--- src/include/rgm_cfg.svh ---
// timing counts, field positions and encodings of the rgmii receive/transmit link
`ifndef RGM_CFG_SVH
`define RGM_CFG_SVH

`define RGM_CORE_PERIOD_PS  5000
`define RGM_RX_HALF_PS      4000
`define RGM_RX_HALF_CYC     (((`RGM_RX_HALF_PS) / (`RGM_CORE_PERIOD_PS)) < 1 ? 1 : \
                             ((`RGM_RX_HALF_PS) / (`RGM_CORE_PERIOD_PS)))

`define RGM_FC_NIBBLE       4'he
`define RGM_RST_NIBBLE      4'h0

`define RGM_IBS_LINK_BIT    0
`define RGM_IBS_SPEED_LSB   1
`define RGM_IBS_DUPLEX_BIT  3

`define RGM_SPEED_2M5       2'h0
`define RGM_SPEED_25M       2'h1
`define RGM_SPEED_125M      2'h2
`define RGM_SPEED_RSVD      2'h3

`endif

--- src/include/rgm_pkg.sv ---
// types shared by the rgmii link logic
package rgm_pkg;

    typedef enum logic {RGM_PH_RISE, RGM_PH_FALL} rgm_phase_t;

    typedef struct packed {
        logic       clk;
        logic       ctrl;
        logic [3:0] d;
    } rgm_pin_t;

    typedef struct packed {
        logic       valid;
        logic       err;
        logic [7:0] data;
    } rgm_rx_beat_t;

    typedef struct packed {
        logic       duplex;
        logic [1:0] speed;
        logic       link;
    } rgm_link_stat_t;

    typedef struct packed {
        logic       valid;
        logic       err;
        logic       rsvd;
        logic [7:0] data;
    } rgm_tx_beat_t;

    typedef struct packed {
        rgm_phase_t phase;
        logic [3:0] cnt;
        rgm_pin_t   pins;
        logic       neg_ctrl;
        logic [3:0] hi_nib;
        logic       take;
    } rgm_rx_state_t;

    typedef struct packed {
        rgm_pin_t     sync1;
        rgm_pin_t     sync2;
        logic         clk_prev;
        logic         pos_ctrl;
        logic [3:0]   lo_nib;
        rgm_tx_beat_t beat;
    } rgm_tx_state_t;

endpackage

--- src/rtl/rgm_phy_mac.sv ---
// phy side of the reduced gigabit mac link: receive drive and transmit capture
`timescale 1ns/1ps
`default_nettype none
`include "rgm_cfg.svh"

// Behaviour
// [RL1] both link clocks nominally 125 MHz; control sampled on both clock edges; the receive clock here runs at 100 MHz
// [RL2] mac sends data with transmit control high then low
// [RL3] mac control high on both edges marks a transmit error, any nibble
// [RL4] mac idles with control low twice; low then high is reserved
// [RL5] phy sends data with receive control high then low, any nibble
// [RL6] errored received data uses receive control high on both edges
// [RL7] control low then high means false carrier, nibble 1110 only
// [RL8] during receive idle, in-band link status sits on the data lines
// [RL9] status bits 2:1 give clock speed 00, 01, 10; 11 never sent
// [RL10] status bit 0 is link up, bit 3 is duplex
// [RL11] low nibble on rising half, high nibble on falling half
module rgm_phy_mac
    import rgm_pkg::*;
(
    input  wire logic           core_clk,
    input  wire logic           sys_rst,
    input  wire rgm_pin_t       tx_pins,
    output var  rgm_pin_t       rx_pins,
    input  wire rgm_rx_beat_t   rx_beat,
    input  wire logic           rx_false_carrier,
    input  wire rgm_link_stat_t link_stat,
    output var  logic           rx_take,
    output var  rgm_tx_beat_t   tx_beat
);

    localparam logic [3:0] HALF_LAST = 4'(`RGM_RX_HALF_CYC - 1);

    rgm_rx_state_t s_q;
    rgm_rx_state_t s_d;
    logic          adv;
    logic [3:0]    ibs_nib;

    rgm_tx_capture u_tx_capture (
        .core_clk (core_clk),
        .sys_rst  (sys_rst),
        .tx_pins  (tx_pins),
        .tx_beat  (tx_beat)
    );

    // half-period counter; at this clock ratio each half lasts one cycle
    assign adv = (s_q.cnt == HALF_LAST);

    // in-band status nibble, reserved speed code folded to 125 MHz
    always_comb begin
        ibs_nib = `RGM_RST_NIBBLE;
        ibs_nib[`RGM_IBS_LINK_BIT]   = link_stat.link;                    // RL10
        ibs_nib[`RGM_IBS_DUPLEX_BIT] = link_stat.duplex;                  // RL10
        if (link_stat.speed == `RGM_SPEED_RSVD) begin
            ibs_nib[`RGM_IBS_SPEED_LSB +: 2] = `RGM_SPEED_125M;           // RL9
        end else begin
            ibs_nib[`RGM_IBS_SPEED_LSB +: 2] = link_stat.speed;           // RL9
        end
    end

    // one beat per receive clock period: rising half, then falling half
    always_comb begin
        s_d = s_q;
        if (adv) begin
            s_d.cnt = '0;
        end else begin
            s_d.cnt = s_q.cnt + 4'h1;
        end
        if (adv) begin
            unique case (s_q.phase)
                RGM_PH_FALL: begin
                    s_d.phase    = RGM_PH_RISE;
                    s_d.pins.clk = 1'b1;                                  // RL1
                    if (rx_beat.valid) begin
                        s_d.pins.ctrl = 1'b1;                             // RL5
                        s_d.neg_ctrl  = rx_beat.err;                      // RL6
                        s_d.pins.d    = rx_beat.data[3:0];                // RL11
                        s_d.hi_nib    = rx_beat.data[7:4];                // RL11
                    end else if (rx_false_carrier) begin
                        s_d.pins.ctrl = 1'b0;                             // RL7
                        s_d.neg_ctrl  = 1'b1;                             // RL7
                        s_d.pins.d    = `RGM_FC_NIBBLE;                   // RL7
                        s_d.hi_nib    = `RGM_FC_NIBBLE;                   // RL7
                    end else begin
                        s_d.pins.ctrl = 1'b0;                             // RL8
                        s_d.neg_ctrl  = 1'b0;                             // RL8
                        s_d.pins.d    = ibs_nib;                          // RL8
                        s_d.hi_nib    = ibs_nib;                          // RL8
                    end
                end
                RGM_PH_RISE: begin
                    s_d.phase     = RGM_PH_FALL;
                    s_d.pins.clk  = 1'b0;
                    s_d.pins.ctrl = s_q.neg_ctrl;                         // RL1
                    s_d.pins.d    = s_q.hi_nib;                           // RL11
                end
            endcase
        end
        // rx_beat is taken at the edge that ends a cycle with rx_take high
        s_d.take = (s_d.phase == RGM_PH_FALL) && (s_d.cnt == HALF_LAST);
    end

    // reset holds every receive pin low
    always_ff @(posedge core_clk) begin
        if (sys_rst) begin
            s_q.phase    <= RGM_PH_RISE;
            s_q.cnt      <= '0;
            s_q.pins     <= '0;
            s_q.neg_ctrl <= 1'b0;
            s_q.hi_nib   <= `RGM_RST_NIBBLE;
            s_q.take     <= 1'b0;
        end else begin
            s_q <= s_d;
        end
    end

    assign rx_pins = s_q.pins;
    assign rx_take = s_q.take;

    // checks on the receive drive

    a_rxclk_half_period: assert property (@(posedge core_clk) disable iff (sys_rst) // RL1
        $rose(rx_pins.clk) |=> !rx_pins.clk)
        else $error("receive clock high half too long");

    a_rxclk_low_half: assert property (@(posedge core_clk) disable iff (sys_rst) // RL1
        $fell(rx_pins.clk) |=> rx_pins.clk)
        else $error("receive clock low half too long");

    a_rx_data_ctrl: assert property (@(posedge core_clk) disable iff (sys_rst) // RL5
        (rx_take && rx_beat.valid && !rx_beat.err) |=> rx_pins.clk && rx_pins.ctrl ##1 !rx_pins.ctrl)
        else $error("data beat control not high then low");

    a_data_over_fc: assert property (@(posedge core_clk) disable iff (sys_rst) // RL5
        (rx_take && rx_beat.valid && rx_false_carrier) |=> rx_pins.ctrl)
        else $error("false carrier overrode a data beat");

    a_rx_err_ctrl: assert property (@(posedge core_clk) disable iff (sys_rst) // RL6
        (rx_take && rx_beat.valid && rx_beat.err) |=> rx_pins.ctrl [*2])
        else $error("errored beat control not high on both halves");

    a_fc_nibble: assert property (@(posedge core_clk) disable iff (sys_rst) // RL7
        (rx_pins.clk && !rx_pins.ctrl && s_q.neg_ctrl) |-> rx_pins.d == `RGM_FC_NIBBLE
        ##1 (rx_pins.ctrl && rx_pins.d == `RGM_FC_NIBBLE))
        else $error("false carrier with a reserved nibble");

    a_fc_ctrl: assert property (@(posedge core_clk) disable iff (sys_rst) // RL7
        (rx_take && !rx_beat.valid && rx_false_carrier) |=> !rx_pins.ctrl ##1 rx_pins.ctrl)
        else $error("false carrier control not low then high");

    a_idle_status: assert property (@(posedge core_clk) disable iff (sys_rst) // RL8
        (rx_take && !rx_beat.valid && !rx_false_carrier) |=> !rx_pins.ctrl
        && rx_pins.d == $past(ibs_nib) ##1 (!rx_pins.ctrl && rx_pins.d == $past(ibs_nib, 2)))
        else $error("idle halves do not carry in-band status");

    a_status_ctrl_low: assert property (@(posedge core_clk) disable iff (sys_rst) // RL8
        (rx_take && !rx_beat.valid && !rx_false_carrier) |=> !rx_pins.ctrl [*2])
        else $error("status halves with control high");

    a_speed_legal: assert property (@(posedge core_clk) disable iff (sys_rst) // RL9
        (!rx_pins.ctrl && !s_q.neg_ctrl && rx_pins.clk)
        |-> rx_pins.d[`RGM_IBS_SPEED_LSB +: 2] != `RGM_SPEED_RSVD)
        else $error("reserved speed code sent in status");

    a_speed_passed: assert property (@(posedge core_clk) disable iff (sys_rst) // RL9
        (rx_take && !rx_beat.valid && !rx_false_carrier && link_stat.speed != `RGM_SPEED_RSVD)
        |=> rx_pins.d[`RGM_IBS_SPEED_LSB +: 2] == $past(link_stat.speed))
        else $error("status speed code does not follow the input");

    a_speed_folded: assert property (@(posedge core_clk) disable iff (sys_rst) // RL9
        (rx_take && !rx_beat.valid && !rx_false_carrier && link_stat.speed == `RGM_SPEED_RSVD)
        |=> rx_pins.d[`RGM_IBS_SPEED_LSB +: 2] == `RGM_SPEED_125M)
        else $error("reserved speed input not sent as top speed");

    a_link_bit: assert property (@(posedge core_clk) disable iff (sys_rst) // RL10
        (rx_take && !rx_beat.valid && !rx_false_carrier) |=>
        rx_pins.d[`RGM_IBS_LINK_BIT] == $past(link_stat.link)
        && rx_pins.d[`RGM_IBS_DUPLEX_BIT] == $past(link_stat.duplex))
        else $error("status link or duplex bit wrong");

    a_nibble_order: assert property (@(posedge core_clk) disable iff (sys_rst) // RL11
        (rx_take && rx_beat.valid) |=> rx_pins.d == $past(rx_beat.data[3:0])
        ##1 rx_pins.d == $past(rx_beat.data[7:4], 2))
        else $error("byte nibbles out of order");

    a_take_spacing: assert property (@(posedge core_clk) disable iff (sys_rst) // RL1
        rx_take |=> !rx_take)
        else $error("two takes in back-to-back cycles");

    a_take_low_half: assert property (@(posedge core_clk) disable iff (sys_rst) // RL1
        rx_take |-> !rx_pins.clk)
        else $error("beat taken while receive clock high");

    a_take_after_rise: assert property (@(posedge core_clk) disable iff (sys_rst) // RL1
        $rose(rx_pins.clk) |=> rx_take)
        else $error("no take after a rising half");

    // transmit capture as seen from the top
    a_tx_rsvd_alone: assert property (@(posedge core_clk) disable iff (sys_rst) // RL4
        tx_beat.rsvd |-> !tx_beat.valid && !tx_beat.err)
        else $error("reserved transmit pattern flagged as data");

    c_rx_data: cover property (@(posedge core_clk) disable iff (sys_rst)
        rx_take && rx_beat.valid && !rx_beat.err);

    c_rx_err: cover property (@(posedge core_clk) disable iff (sys_rst)
        rx_take && rx_beat.valid && rx_beat.err);

    c_rx_fc: cover property (@(posedge core_clk) disable iff (sys_rst)
        rx_take && !rx_beat.valid && rx_false_carrier);

    c_rx_idle: cover property (@(posedge core_clk) disable iff (sys_rst)
        rx_take && !rx_beat.valid && !rx_false_carrier);

    c_tx_beat: cover property (@(posedge core_clk) disable iff (sys_rst)
        tx_beat.valid ##[1:40] tx_beat.valid);

endmodule // rgm_phy_mac

`default_nettype wire

--- src/rtl/rgm_tx_capture.sv ---
// transmit side: samples the mac's pins on both edges of its clock
`timescale 1ns/1ps
`default_nettype none

module rgm_tx_capture
    import rgm_pkg::*;
(
    input  wire logic         core_clk,
    input  wire logic         sys_rst,
    input  wire rgm_pin_t     tx_pins,
    output var  rgm_tx_beat_t tx_beat
);

    rgm_tx_state_t s_q;
    rgm_tx_state_t s_d;
    logic          rise;
    logic          fall;

    assign rise = s_q.sync2.clk & ~s_q.clk_prev;
    assign fall = ~s_q.sync2.clk & s_q.clk_prev;

    always_comb begin
        s_d          = s_q;
        s_d.sync1    = tx_pins;
        s_d.sync2    = s_q.sync1;
        s_d.clk_prev = s_q.sync2.clk;
        s_d.beat     = '0;
        if (rise) begin
            s_d.pos_ctrl = s_q.sync2.ctrl;   // RL1
            s_d.lo_nib   = s_q.sync2.d;      // RL11
        end
        if (fall) begin
            s_d.beat.valid = s_q.pos_ctrl;                        // RL2
            s_d.beat.err   = s_q.pos_ctrl & s_q.sync2.ctrl;       // RL3
            s_d.beat.rsvd  = ~s_q.pos_ctrl & s_q.sync2.ctrl;      // RL4
            s_d.beat.data  = {s_q.sync2.d, s_q.lo_nib};           // RL11
        end
    end

    always_ff @(posedge core_clk) begin
        if (sys_rst) begin
            s_q <= '0;
        end else begin
            s_q <= s_d;
        end
    end

    assign tx_beat = s_q.beat;

    a_tx_beat_pulse: assert property (@(posedge core_clk) disable iff (sys_rst) // RL2
        tx_beat.valid |=> !tx_beat.valid)
        else $error("transmit beat lasted more than one cycle");

    a_tx_err_valid: assert property (@(posedge core_clk) disable iff (sys_rst) // RL3
        tx_beat.err |-> tx_beat.valid && !tx_beat.rsvd)
        else $error("error beat without a valid beat");

endmodule // rgm_tx_capture

`default_nettype wire

--- config.mk ---
export PLATFORM = sky130hd
export DESIGN_NAME = rgm_phy_mac
export DESIGN_NICKNAME = d
export VERILOG_FILES = /design/src/include/rgm_pkg.sv /design/src/rtl/rgm_phy_mac.sv /design/src/rtl/rgm_tx_capture.sv
export VERILOG_INCLUDE_DIRS = /design/src /design/src/include
export SDC_FILE = /design/constraint.sdc
export NUM_CORES = 1
export LEC_CHECK = 0
export BUFFER_PORTS_ARGS = -buffer_cell sky130_fd_sc_hd__buf_2
export CORE_MARGIN = 1.5
export CORE_UTILIZATION = 35
export CTS_BUF_LIST = sky130_fd_sc_hd__clkbuf_2 sky130_fd_sc_hd__clkbuf_4 sky130_fd_sc_hd__clkbuf_8
export CTS_CLUSTER_SIZE = 10
export DETAILED_ROUTE_END_ITERATION = 10
export SLEW_MARGIN = 40
export SYNTH_ARGS = -nofsm -noshare
export SYNTH_HDL_FRONTEND = slang
export SYNTH_SLANG_ARGS = --single-unit
--- constraint.sdc ---
create_clock -name core_clk -period 1.8 [get_ports core_clk]
set_input_delay 0.18 -clock core_clk [delete_from_list [all_inputs] [get_ports core_clk]]
set_output_delay 0.18 -clock core_clk [all_outputs]
set_load 0.1 [all_outputs]
==> metrics.log, run 1 <==
INFO  metric flops_latches_synth = 46
INFO  metric place.gp.congestion = 0.7488
INFO  metric route.vias.total = 1183
INFO  metric core-area = 0.004786 sq mm
INFO  metric async_flop_share = 0%
INFO  metric detailed_place_hpwl = 2009 microns
INFO  metric clkSinkCount = 46
INFO  metric worst_ep_required_time = 2020 ps
INFO  metric yosysWarningCount = 0
INFO  metric post_synth_inst_count = 181
INFO  metric post_cts_resize_count = 0
INFO  metric pin_count_of_the_biggest_net_entering_global_routing = 15
INFO  metric leakagePower = 0.8897 nW
INFO  metric critical_path.max_fanout = 7
INFO  metric drt-wirelength-per-cell = 10.08 microns
INFO  metric rows = 25
INFO  metric grt.overflow.total = 0
INFO  metric gr-max-usage-layer = met2
INFO  metric post-synth-top-count-cell = sky130_fd_sc_hd__dfxtp_1
INFO  metric cts.htree.levels = 2
INFO  metric grtUsageMet3 = 4.201%
INFO  metric cts.repair_timing.setup_buffer_count = 0
INFO  metric timing.final.ws_setup = 238.5 ps
INFO  metric drt-initial-drc-count = 34
INFO  metric run_status = completed
INFO  metric holdWs = 92.44 ps
INFO  metric grt_use_met1 = 14.01%
INFO  metric critical_path.endpoint_type = register
INFO  metric die-width = 74.02 microns
INFO  metric synth_ff_type = sky130_fd_sc_hd__dfxtp_1
INFO  metric floorplan.io_pins = 41
INFO  metric final.setup_skew = 7.419 ps
INFO  metric clock_tree.buffer_depth = 2
INFO  metric hold_violations = 0
INFO  metric cts_inserted_buffers = 5
INFO  metric synth_nets = 206
INFO  metric ant_nets = 0
INFO  metric power_per_cell_area = 1356 mW/mm^2
INFO  metric global_route_track_usage_on_met2 = 17.76%
INFO  metric number_of_global_route_vias_before_repair = 1111
INFO  metric synth.lib_cells_used.distinct = 32
INFO  metric finish.cell_count_without_fillers = 274
INFO  metric synth.largest_area_cell = sky130_fd_sc_hd__dfxtp_1
INFO  metric layout_cells_sized_above_1 = 27.05%
INFO  metric synth_common_cells = 46 x sky130_fd_sc_hd__dfxtp_1, 19 x sky130_fd_sc_hd__buf_4, 15 x sky130_fd_sc_hd__nor2b_1
INFO  metric dr.pass1.iters = 2
INFO  metric r2r_slack = 240 ps
INFO  metric hold_path.class = input port to register
INFO  metric clkTransAtPathRegs = 80 ps
INFO  metric period_share = 86.75%
INFO  metric worstMarginPinSlew = 502.3 ps
INFO  metric synthesis.area = 0.001765 sq mm
INFO  metric place_area = 0.001913 sq mm
INFO  metric post-route-min-period = 1561 ps
INFO  metric ys_top_cells_by_area = sky130_fd_sc_hd__dfxtp_1 52%, sky130_fd_sc_hd__buf_4 8.1%, sky130_fd_sc_hd__nor2b_1 5.3%
INFO  metric initial_utilization = 36.89%
INFO  metric crit_type = register to register
INFO  metric grt_setup_unrepaired = false
INFO  metric arrival = 1780 ps
INFO  metric route.detailed.vias_per_inst = 4.318
INFO  metric grt_first_pass_wirelength = 4754 microns
INFO  metric area_enclosed_by_the_die_boundary = 0.005479 sq mm
INFO  metric chipHeight = 74.02 microns
INFO  metric max_vdd_drop = 0.7591 mV
INFO  metric synth_edf_count = 0
INFO  metric finalMaxSlewViolations = 0
INFO  metric area_delta_synth_final = 14.81%
INFO  metric slew_headroom = 66.74%
INFO  metric finish.utilization = 42.35%
INFO  metric critPathLaunchType = register
INFO  metric dp_worst_setup_slack = 263.3 ps
INFO  metric ys_seq_area_share = 52.16%
INFO  metric achievable_clock_frequency = 0.6404 GHz
INFO  metric drc_errors = 0
INFO  metric overall_power_of_the_completed_layout = 2.749 mW
INFO  metric synth_top_area_share = 52.16%
INFO  metric numPlacedInstances = 266
INFO  metric routed_wl = 2761 microns
INFO  metric fin_area = 0.002027 sq mm
INFO  metric cts_tree = yes
INFO  metric clk_latency = 290 ps
INFO  metric setup_violations = 0
INFO  metric grt_antenna_before_repair = 0
INFO  metric synthesis.area_per_instance = 9.754 sq um
INFO  metric final_net_count = 231
INFO  metric drv_cap = 0
INFO  metric grt_usage = 11.61%
INFO  metric final.setup.tns = 0 ps
INFO  metric cts-root-buf = sky130_fd_sc_hd__clkbuf_8
INFO  metric port_buffers = 40
INFO  metric post_cts_hold_buffer_count = 0
INFO  metric antennaDiodeCount = 0
[worst max-delay path, stage by stage (launching register included)]
cell and delay (ps):
sky130_fd_sc_hd__dfxtp_1 360, sky130_fd_sc_hd__inv_1 70, sky130_fd_sc_hd__ha_1 160, sky130_fd_sc_hd__nor3b_4 330, sky130_fd_sc_hd__and2_1 300, sky130_fd_sc_hd__nand3_1 110
sky130_fd_sc_hd__a21oi_1 160
[path summary, 6_finish.rpt]
check / startpoint / to / cells past startpoint
worst max-delay path: s_q[12]$_SDFF_PP0_ / s_q[2]$_SDFFE_PP0P_ / 6
worst min-delay path: tx_pins[2] / u_tx_capture.s_d[19]$_SDFF_PP0_ / 2
worst max register to register: s_q[12]$_SDFF_PP0_ / s_q[2]$_SDFFE_PP0P_ / 6
worst min register to register: u_tx_capture.s_d[22]$_SDFF_PP0_ / u_tx_capture.s_d[16]$_SDFF_PP0_ / 1
[kinds of logic (layout without fill, tap and decap cells)]
family,after synthesis,after routing,synth area share (%)
buf+inv,33,59,11.13
flops,46,46,52.16
fa+ha+maj,2,2,1.417
simple gates,68,68,22.25
compound gates,22,22,7.583
xor+xnor,3,3,1.489
mux,7,7,3.969
[cell type report]
| cell class | count | area (sq um) |
|---|---|---|
| Multi-Input combinational cell | 102 | 648.1 |
| Sequential cell | 46 | 920.9 |
| Fill cell | 493 | 2759 |
| Inverter | 6 | 22.52 |
| Timing Repair Buffer | 45 | 237.7 |
| Clock inverter | 2 | 37.54 |
| Clock buffer | 6 | 76.32 |
| Tap cell | 67 | 83.83 |
[per-layer routing]
metal | routed length [microns] | vias up | part of all wire [%]
met5 | 0 | - | 0
met3 | 138 | 6 | 5.0
met4 | 66 | 0 | 2.4
li1 | - | 621 | -
met2 | 1254 | 23 | 45
met1 | 1301 | 533 | 47
[placed cells by master (no fill, tap or decap), types with 5 or more instances in the layout]
cell type / Yosys / final
sky130_fd_sc_hd__mux2i_1: 7 / 7
sky130_fd_sc_hd__and2_1: 10 / 10
sky130_fd_sc_hd__o21ai_0: 7 / 7
sky130_fd_sc_hd__nand2b_1: 8 / 8
sky130_fd_sc_hd__a21oi_1: 6 / 6
sky130_fd_sc_hd__buf_4: 19 / 5
sky130_fd_sc_hd__buf_2: 1 / 40
sky130_fd_sc_hd__clkbuf_8: 0 / 5
sky130_fd_sc_hd__dfxtp_1: 46 / 46
sky130_fd_sc_hd__nor2b_1: 15 / 15
sky130_fd_sc_hd__inv_1: 6 / 6
sky130_fd_sc_hd__nor2_1: 13 / 13
sky130_fd_sc_hd__nor3_1: 6 / 6
[sequential cells by signal, summed over array words and instances (netlist names)]
name / count
rx_take: 1
s_q: 10
rx_pins: 6
u_tx_capture.s_d: 7
u_tx_capture.tx_beat: 11
u_tx_capture.s_q: 11
[power breakdown]
group	switching (mW)	internal, mW
Clock	0.331	0.429
Combinational	0.576	0.211
Sequential	0.0731	1.13
Note: power is estimated with default switching activity, not from simulation.
==> inputs of run 2 (changes only) <==
CAP_MARGIN = 20   (was not set)
CTS_BUF_LIST = not set   (was sky130_fd_sc_hd__clkbuf_2 sky130_fd_sc_hd__clkbuf_4 sky130_fd_sc_hd__clkbuf_8)
HOLD_SLACK_MARGIN = 0.08   (was not set)
==> metrics.log, run 2 (synthesis results as in run 1) <==
INFO  metric drv_cap = 0
INFO  metric crit_type = register to register
INFO  metric timing.rr.end = s_q[2]$_SDFFE_PP0P_
INFO  metric core-area = 0.004786 sq mm
INFO  metric timing.reg2reg.worst_path_depth = 6
INFO  metric leakagePower = 0.8905 nW
INFO  metric critical_path.reg2reg.startpoint = s_q[12]$_SDFF_PP0_
INFO  metric clock_tree.buffer_depth = 2
INFO  metric r2r_slack = 240 ps
INFO  metric cts-root-buf = sky130_fd_sc_hd__clkbuf_8
INFO  metric drt-initial-drc-count = 33
INFO  metric hold_violations = 0
INFO  metric achievable_clock_frequency = 0.6404 GHz
INFO  metric period_share = 86.75%
INFO  metric initial_utilization = 36.89%
INFO  metric drc_errors = 0
INFO  metric number_of_global_route_vias_before_repair = 1119
INFO  metric place.gp.congestion = 0.7488
INFO  metric grt_setup_unrepaired = false
INFO  metric finalMaxSlewViolations = 0
INFO  metric critical_path.endpoint_type = register
INFO  metric area_enclosed_by_the_die_boundary = 0.005479 sq mm
INFO  metric floorplan.io_pins = 41
INFO  metric max_vdd_drop = 0.7591 mV
INFO  metric worst_ep_required_time = 2020 ps
INFO  metric cts_tree = yes
INFO  metric arrival = 1780 ps
INFO  metric worst_setup_path_endpoint = s_q[2]$_SDFFE_PP0P_
INFO  metric post-route-min-period = 1562 ps
INFO  metric run_status = completed
INFO  metric clk_latency = 290 ps
INFO  metric area_delta_synth_final = 15.17%
INFO  metric grt_antenna_before_repair = 0
INFO  metric route.detailed.vias_per_inst = 4.309
INFO  metric holdWs = 92.44 ps
INFO  metric rows = 25
INFO  metric port_buffers = 40
INFO  metric layout.filler_cells = 490
INFO  metric layout.cells.most_common_list = 46 x sky130_fd_sc_hd__dfxtp_1, 40 x sky130_fd_sc_hd__buf_2, 15 x sky130_fd_sc_hd__nor2b_1
INFO  metric finish.cell_count_without_fillers = 275
INFO  metric grt_first_pass_wirelength = 4774 microns
INFO  metric clkSinkCount = 46
INFO  metric final_net_count = 232
INFO  metric clkTransAtPathRegs = 80 ps
INFO  metric chipHeight = 74.02 microns
INFO  metric cts.htree.levels = 2
INFO  metric routed_wl = 2760 microns
INFO  metric final.setup_skew = 7.419 ps
INFO  metric grt.overflow.total = 0
INFO  metric route.vias.total = 1185
INFO  metric setup_violations = 0
INFO  metric detailed_place_hpwl = 2009 microns
INFO  metric die-width = 74.02 microns
INFO  metric critPathLaunchType = register
INFO  metric slew_headroom = 66.74%
INFO  metric pin_count_of_the_biggest_net_entering_global_routing = 15
INFO  metric dr.pass1.iters = 2
INFO  metric cts_inserted_buffers = 5
INFO  metric worstMarginPinSlew = 502.3 ps
INFO  metric critical_path.max_fanout = 7
INFO  metric power_per_cell_area = 1345 mW/mm^2
INFO  metric layout.cells.most_common = sky130_fd_sc_hd__dfxtp_1
INFO  metric cts.repair_timing.setup_buffer_count = 0
INFO  metric crit_path_start = s_q[12]$_SDFF_PP0_
INFO  metric hold_path.class = input port to register
INFO  metric ant_nets = 0
INFO  metric drt-wirelength-per-cell = 10.04 microns
INFO  metric overall_power_of_the_completed_layout = 2.734 mW
INFO  metric final.setup.tns = 0 ps
INFO  metric numPlacedInstances = 266
INFO  metric antennaDiodeCount = 0
INFO  metric grt_usage = 11.64%
INFO  metric layout_cells_sized_above_1 = 26.44%
## run 2: final cells by class
type | instances | area [sq um] | area share [%]
clock buffer | 6 | 72.57 | 3.569
clock inverter | 2 | 37.54 | 1.846
inverter | 6 | 22.52 | 1.108
multi-input combinational | 102 | 648.1 | 31.88
sequential | 46 | 920.9 | 45.29
tap | 67 | 83.83 | 4.123
timing repair buffer | 46 | 247.7 | 12.18
## run 2: worst min-delay path by stage
stage / slack (ps) / from / depth (start not counted) / endpoint
floorplan: 310 / tx_pins[0] / 1 / u_tx_capture.s_d[17]$_SDFF_PP0_
global placement: 390 / tx_pins[3] / 2 / u_tx_capture.s_d[20]$_SDFF_PP0_
detailed placement: 390 / tx_pins[3] / 2 / u_tx_capture.s_d[20]$_SDFF_PP0_
CTS: 80 / tx_pins[2] / 2 / u_tx_capture.s_d[19]$_SDFF_PP0_
global route: 90 / tx_pins[1] / 2 / u_tx_capture.s_d[18]$_SDFF_PP0_
finish: 90 / tx_pins[2] / 2 / u_tx_capture.s_d[19]$_SDFF_PP0_
## run 2: critical path: stages, from the launching register on
cell                      delay [ps]
sky130_fd_sc_hd__dfxtp_1         360
sky130_fd_sc_hd__inv_1            70
sky130_fd_sc_hd__ha_1            160
sky130_fd_sc_hd__nor3b_4         330
sky130_fd_sc_hd__and2_1          300
sky130_fd_sc_hd__nand3_1         110
sky130_fd_sc_hd__a21oi_1         160
## run 2: routing by layer
| layer | vias up | wire length [microns] | global-route usage (%) |
|---|---|---|---|
| met5 | - | 0 | 0 |
| met4 | 0 | 66 | 6.790 |
| met3 | 6 | 138 | 4.201 |
| met2 | 23 | 1249 | 17.96 |
| met1 | 532 | 1305 | 13.91 |
| li1 | 624 | - | - |
## run 2: repair_timing
item                                   CTS  global route
gates resized for setup                  0             0
hold buffers                             1             0
endpoints found under the hold margin    1             0
## run 2: power breakdown
group	total, mW	internal, mW	switching (mW)
clock network	0.744	0.414	0.330
registers	1.20	1.13	0.0731
logic	0.789	0.213	0.576
total	2.73	1.76	0.979
## run 2: metrics by stage
stage          setup slack [ps]  util, %  instance area, sq um
5_1_grt                   89.40    42.48                  2033
2_1_floorplan             430.5        -                  1765
3_5_place_dp              263.3    39.97                  1913
3_3_place_gp              304.4    39.97                  1913
6_report                  238.5    42.48                  2033
4_1_cts                   246.5    42.48                  2033
==> inputs of run 3 (changes only) <==
REMOVE_ABC_BUFFERS = 1   (was not set)
==> metrics.log, run 3 (synthesis results as in run 1) <==
INFO  metric cts_inserted_buffers = 5
INFO  metric critical_path.endpoint_type = register
INFO  metric arrival = 1720 ps
INFO  metric clock_tree.buffer_depth = 2
INFO  metric timing.hold.worst_endpoint = u_tx_capture.s_d[21]$_SDFF_PP0_
INFO  metric finalMaxSlewViolations = 0
INFO  metric timing.rr.end = rx_pins[2]$_SDFFE_PP0N_
INFO  metric drt-initial-drc-count = 52
INFO  metric grt_antenna_before_repair = 0
INFO  metric drt-wirelength-per-cell = 9.423 microns
INFO  metric critPathLaunchType = register
INFO  metric post_cts_resize_count = 0
INFO  metric port_buffers = 40
INFO  metric timing.reg2reg.worst_path_depth = 7
INFO  metric final_net_count = 229
INFO  metric cts-root-buf = sky130_fd_sc_hd__clkbuf_8
INFO  metric run_status = completed
INFO  metric grt_usage = 10.27%
INFO  metric achievable_clock_frequency = 0.6468 GHz
INFO  metric power_per_cell_area = 1421 mW/mm^2
INFO  metric number_of_global_route_vias_before_repair = 983
INFO  metric hold_path.startpoint = tx_pins[4]
INFO  metric grt_setup_unrepaired = false
INFO  metric hold_violations = 0
INFO  metric crit_type = register to register
INFO  metric route.detailed.vias_per_inst = 4.202
INFO  metric grt.overflow.total = 0
INFO  metric period_share = 85.89%
INFO  metric dr.pass1.iters = 4
INFO  metric detailed_place_hpwl = 1872 microns
INFO  metric place_area = 0.001898 sq mm
INFO  metric ant_nets = 0
INFO  metric drv_cap = 0
INFO  metric finish.cell_count_without_fillers = 272
INFO  metric cts.repair_timing.setup_buffer_count = 0
INFO  metric rows = 25
INFO  metric r2r_slack = 250 ps
INFO  metric antennaDiodeCount = 0
INFO  metric numPlacedInstances = 264
INFO  metric cts_tree = yes
INFO  metric final.setup_skew = 6.804 ps
INFO  metric place.gp.congestion = 0.7806
INFO  metric slew_headroom = 61.58%
INFO  metric min_path_cells = 2
INFO  metric layout_cells_sized_above_1 = 26.34%
INFO  metric clkSinkCount = 46
INFO  metric chipHeight = 74.02 microns
INFO  metric floorplan.io_pins = 41
INFO  metric pin_count_of_the_biggest_net_entering_global_routing = 20
INFO  metric worst_ep_required_time = 1980 ps
INFO  metric worstMarginPinSlew = 575.0 ps
INFO  metric max_vdd_drop = 0.6113 mV
INFO  metric area_delta_synth_final = 15.59%
INFO  metric critical_path.max_fanout = 9
INFO  metric core-area = 0.004786 sq mm
INFO  metric post_cts_hold_buffer_count = 0
INFO  metric grt_first_pass_wirelength = 4305 microns
INFO  metric die-width = 74.02 microns
INFO  metric routed_wl = 2563 microns
INFO  metric layout.cells.most_common = sky130_fd_sc_hd__dfxtp_1
INFO  metric layout.cells.most_common_list = 46 x sky130_fd_sc_hd__dfxtp_1, 40 x sky130_fd_sc_hd__buf_2, 15 x sky130_fd_sc_hd__nor2b_1
INFO  metric post-route-min-period = 1546 ps
INFO  metric route.vias.total = 1143
INFO  metric cts.htree.levels = 2
INFO  metric clkTransAtPathRegs = 80 ps
INFO  metric clk_latency = 290 ps
INFO  metric drc_errors = 0
INFO  metric area_enclosed_by_the_die_boundary = 0.005479 sq mm
INFO  metric setup_violations = 0
INFO  metric leakagePower = 0.8962 nW
INFO  metric final.setup.tns = 0 ps
INFO  metric critical_path.reg2reg.startpoint = s_q[12]$_SDFF_PP0_
INFO  metric initial_utilization = 36.89%
INFO  metric fin_area = 0.002041 sq mm
INFO  metric hold_path.class = input port to register
INFO  metric finish.utilization = 42.64%
INFO  metric holdWs = 96.77 ps
==> run 3: changes by cell type in the layout (fill, tap and decap cells not counted), sizes merged <==
cell	previous run	this run
buf	45	43
bufinv	1	2
clkinvlp	1	0
dlygate4sd3	1	0
==> run 3: power breakdown <==
group	leakage [nW]	internal, mW	total [mW]	switching (mW)
Sequential	0.376	1.13	1.20	0.0761
Combinational	0.449	0.209	0.782	0.572
Clock	0.0714	0.592	0.912	0.321
Total	0.896	1.93	2.90	0.969
==> run 3: routing by layer <==
metal / wire length, microns / share of wire (%) / track usage [%]
met1: 1336 / 52 / 14.39
met2: 1041 / 41 / 14.19
met3: 170 / 6.6 / 4.472
met4: 15 / 0.59 / 3.086
met5: 0 / 0 / 0
==> run 3: metrics by stage <==
stage,power (mW),setup WS (ps)
2_1_floorplan,1.853,292.4
3_3_place_gp,2.012,308.2
3_5_place_dp,2.017,235.7
4_1_cts,2.939,227.2
5_1_grt,3.049,94.90
6_report,2.899,254.0
==> run 3: worst max-delay path by stage <==
stage / from / end / slack, ps
after floorplan: s_q[12]$_SDFF_PP0_ / s_q[5]$_SDFFE_PP0P_ / 290
after global placement: s_q[12]$_SDFF_PP0_ / rx_pins[2]$_SDFFE_PP0N_ / 310
after detailed placement: s_q[12]$_SDFF_PP0_ / rx_pins[1]$_SDFFE_PP0N_ / 240
after CTS: s_q[12]$_SDFF_PP0_ / rx_pins[1]$_SDFFE_PP0N_ / 230
after global routing: s_q[12]$_SDFF_PP0_ / rx_pins[3]$_SDFFE_PP0N_ / 90
final: s_q[12]$_SDFF_PP0_ / rx_pins[2]$_SDFFE_PP0N_ / 250
==> run 3: cell type report <==
type	count	area, sq um
Fill cell	491	2745
Sequential cell	46	920.9
Multi-Input combinational cell	102	648.1
Timing Repair Buffer	43	222.7
Tap cell	67	83.83
Clock buffer	6	82.58
Clock inverter	2	60.06
Inverter	6	22.52
==> run 3: worst max-delay path, stage by stage (launching register included) <==
cell                      delay (ps)
sky130_fd_sc_hd__dfxtp_1         360
sky130_fd_sc_hd__inv_1            70
sky130_fd_sc_hd__ha_1            160
sky130_fd_sc_hd__nor3b_4         310
sky130_fd_sc_hd__buf_4           210
sky130_fd_sc_hd__o21ai_0          90
sky130_fd_sc_hd__a31oi_1         170
sky130_fd_sc_hd__nor3_1           70
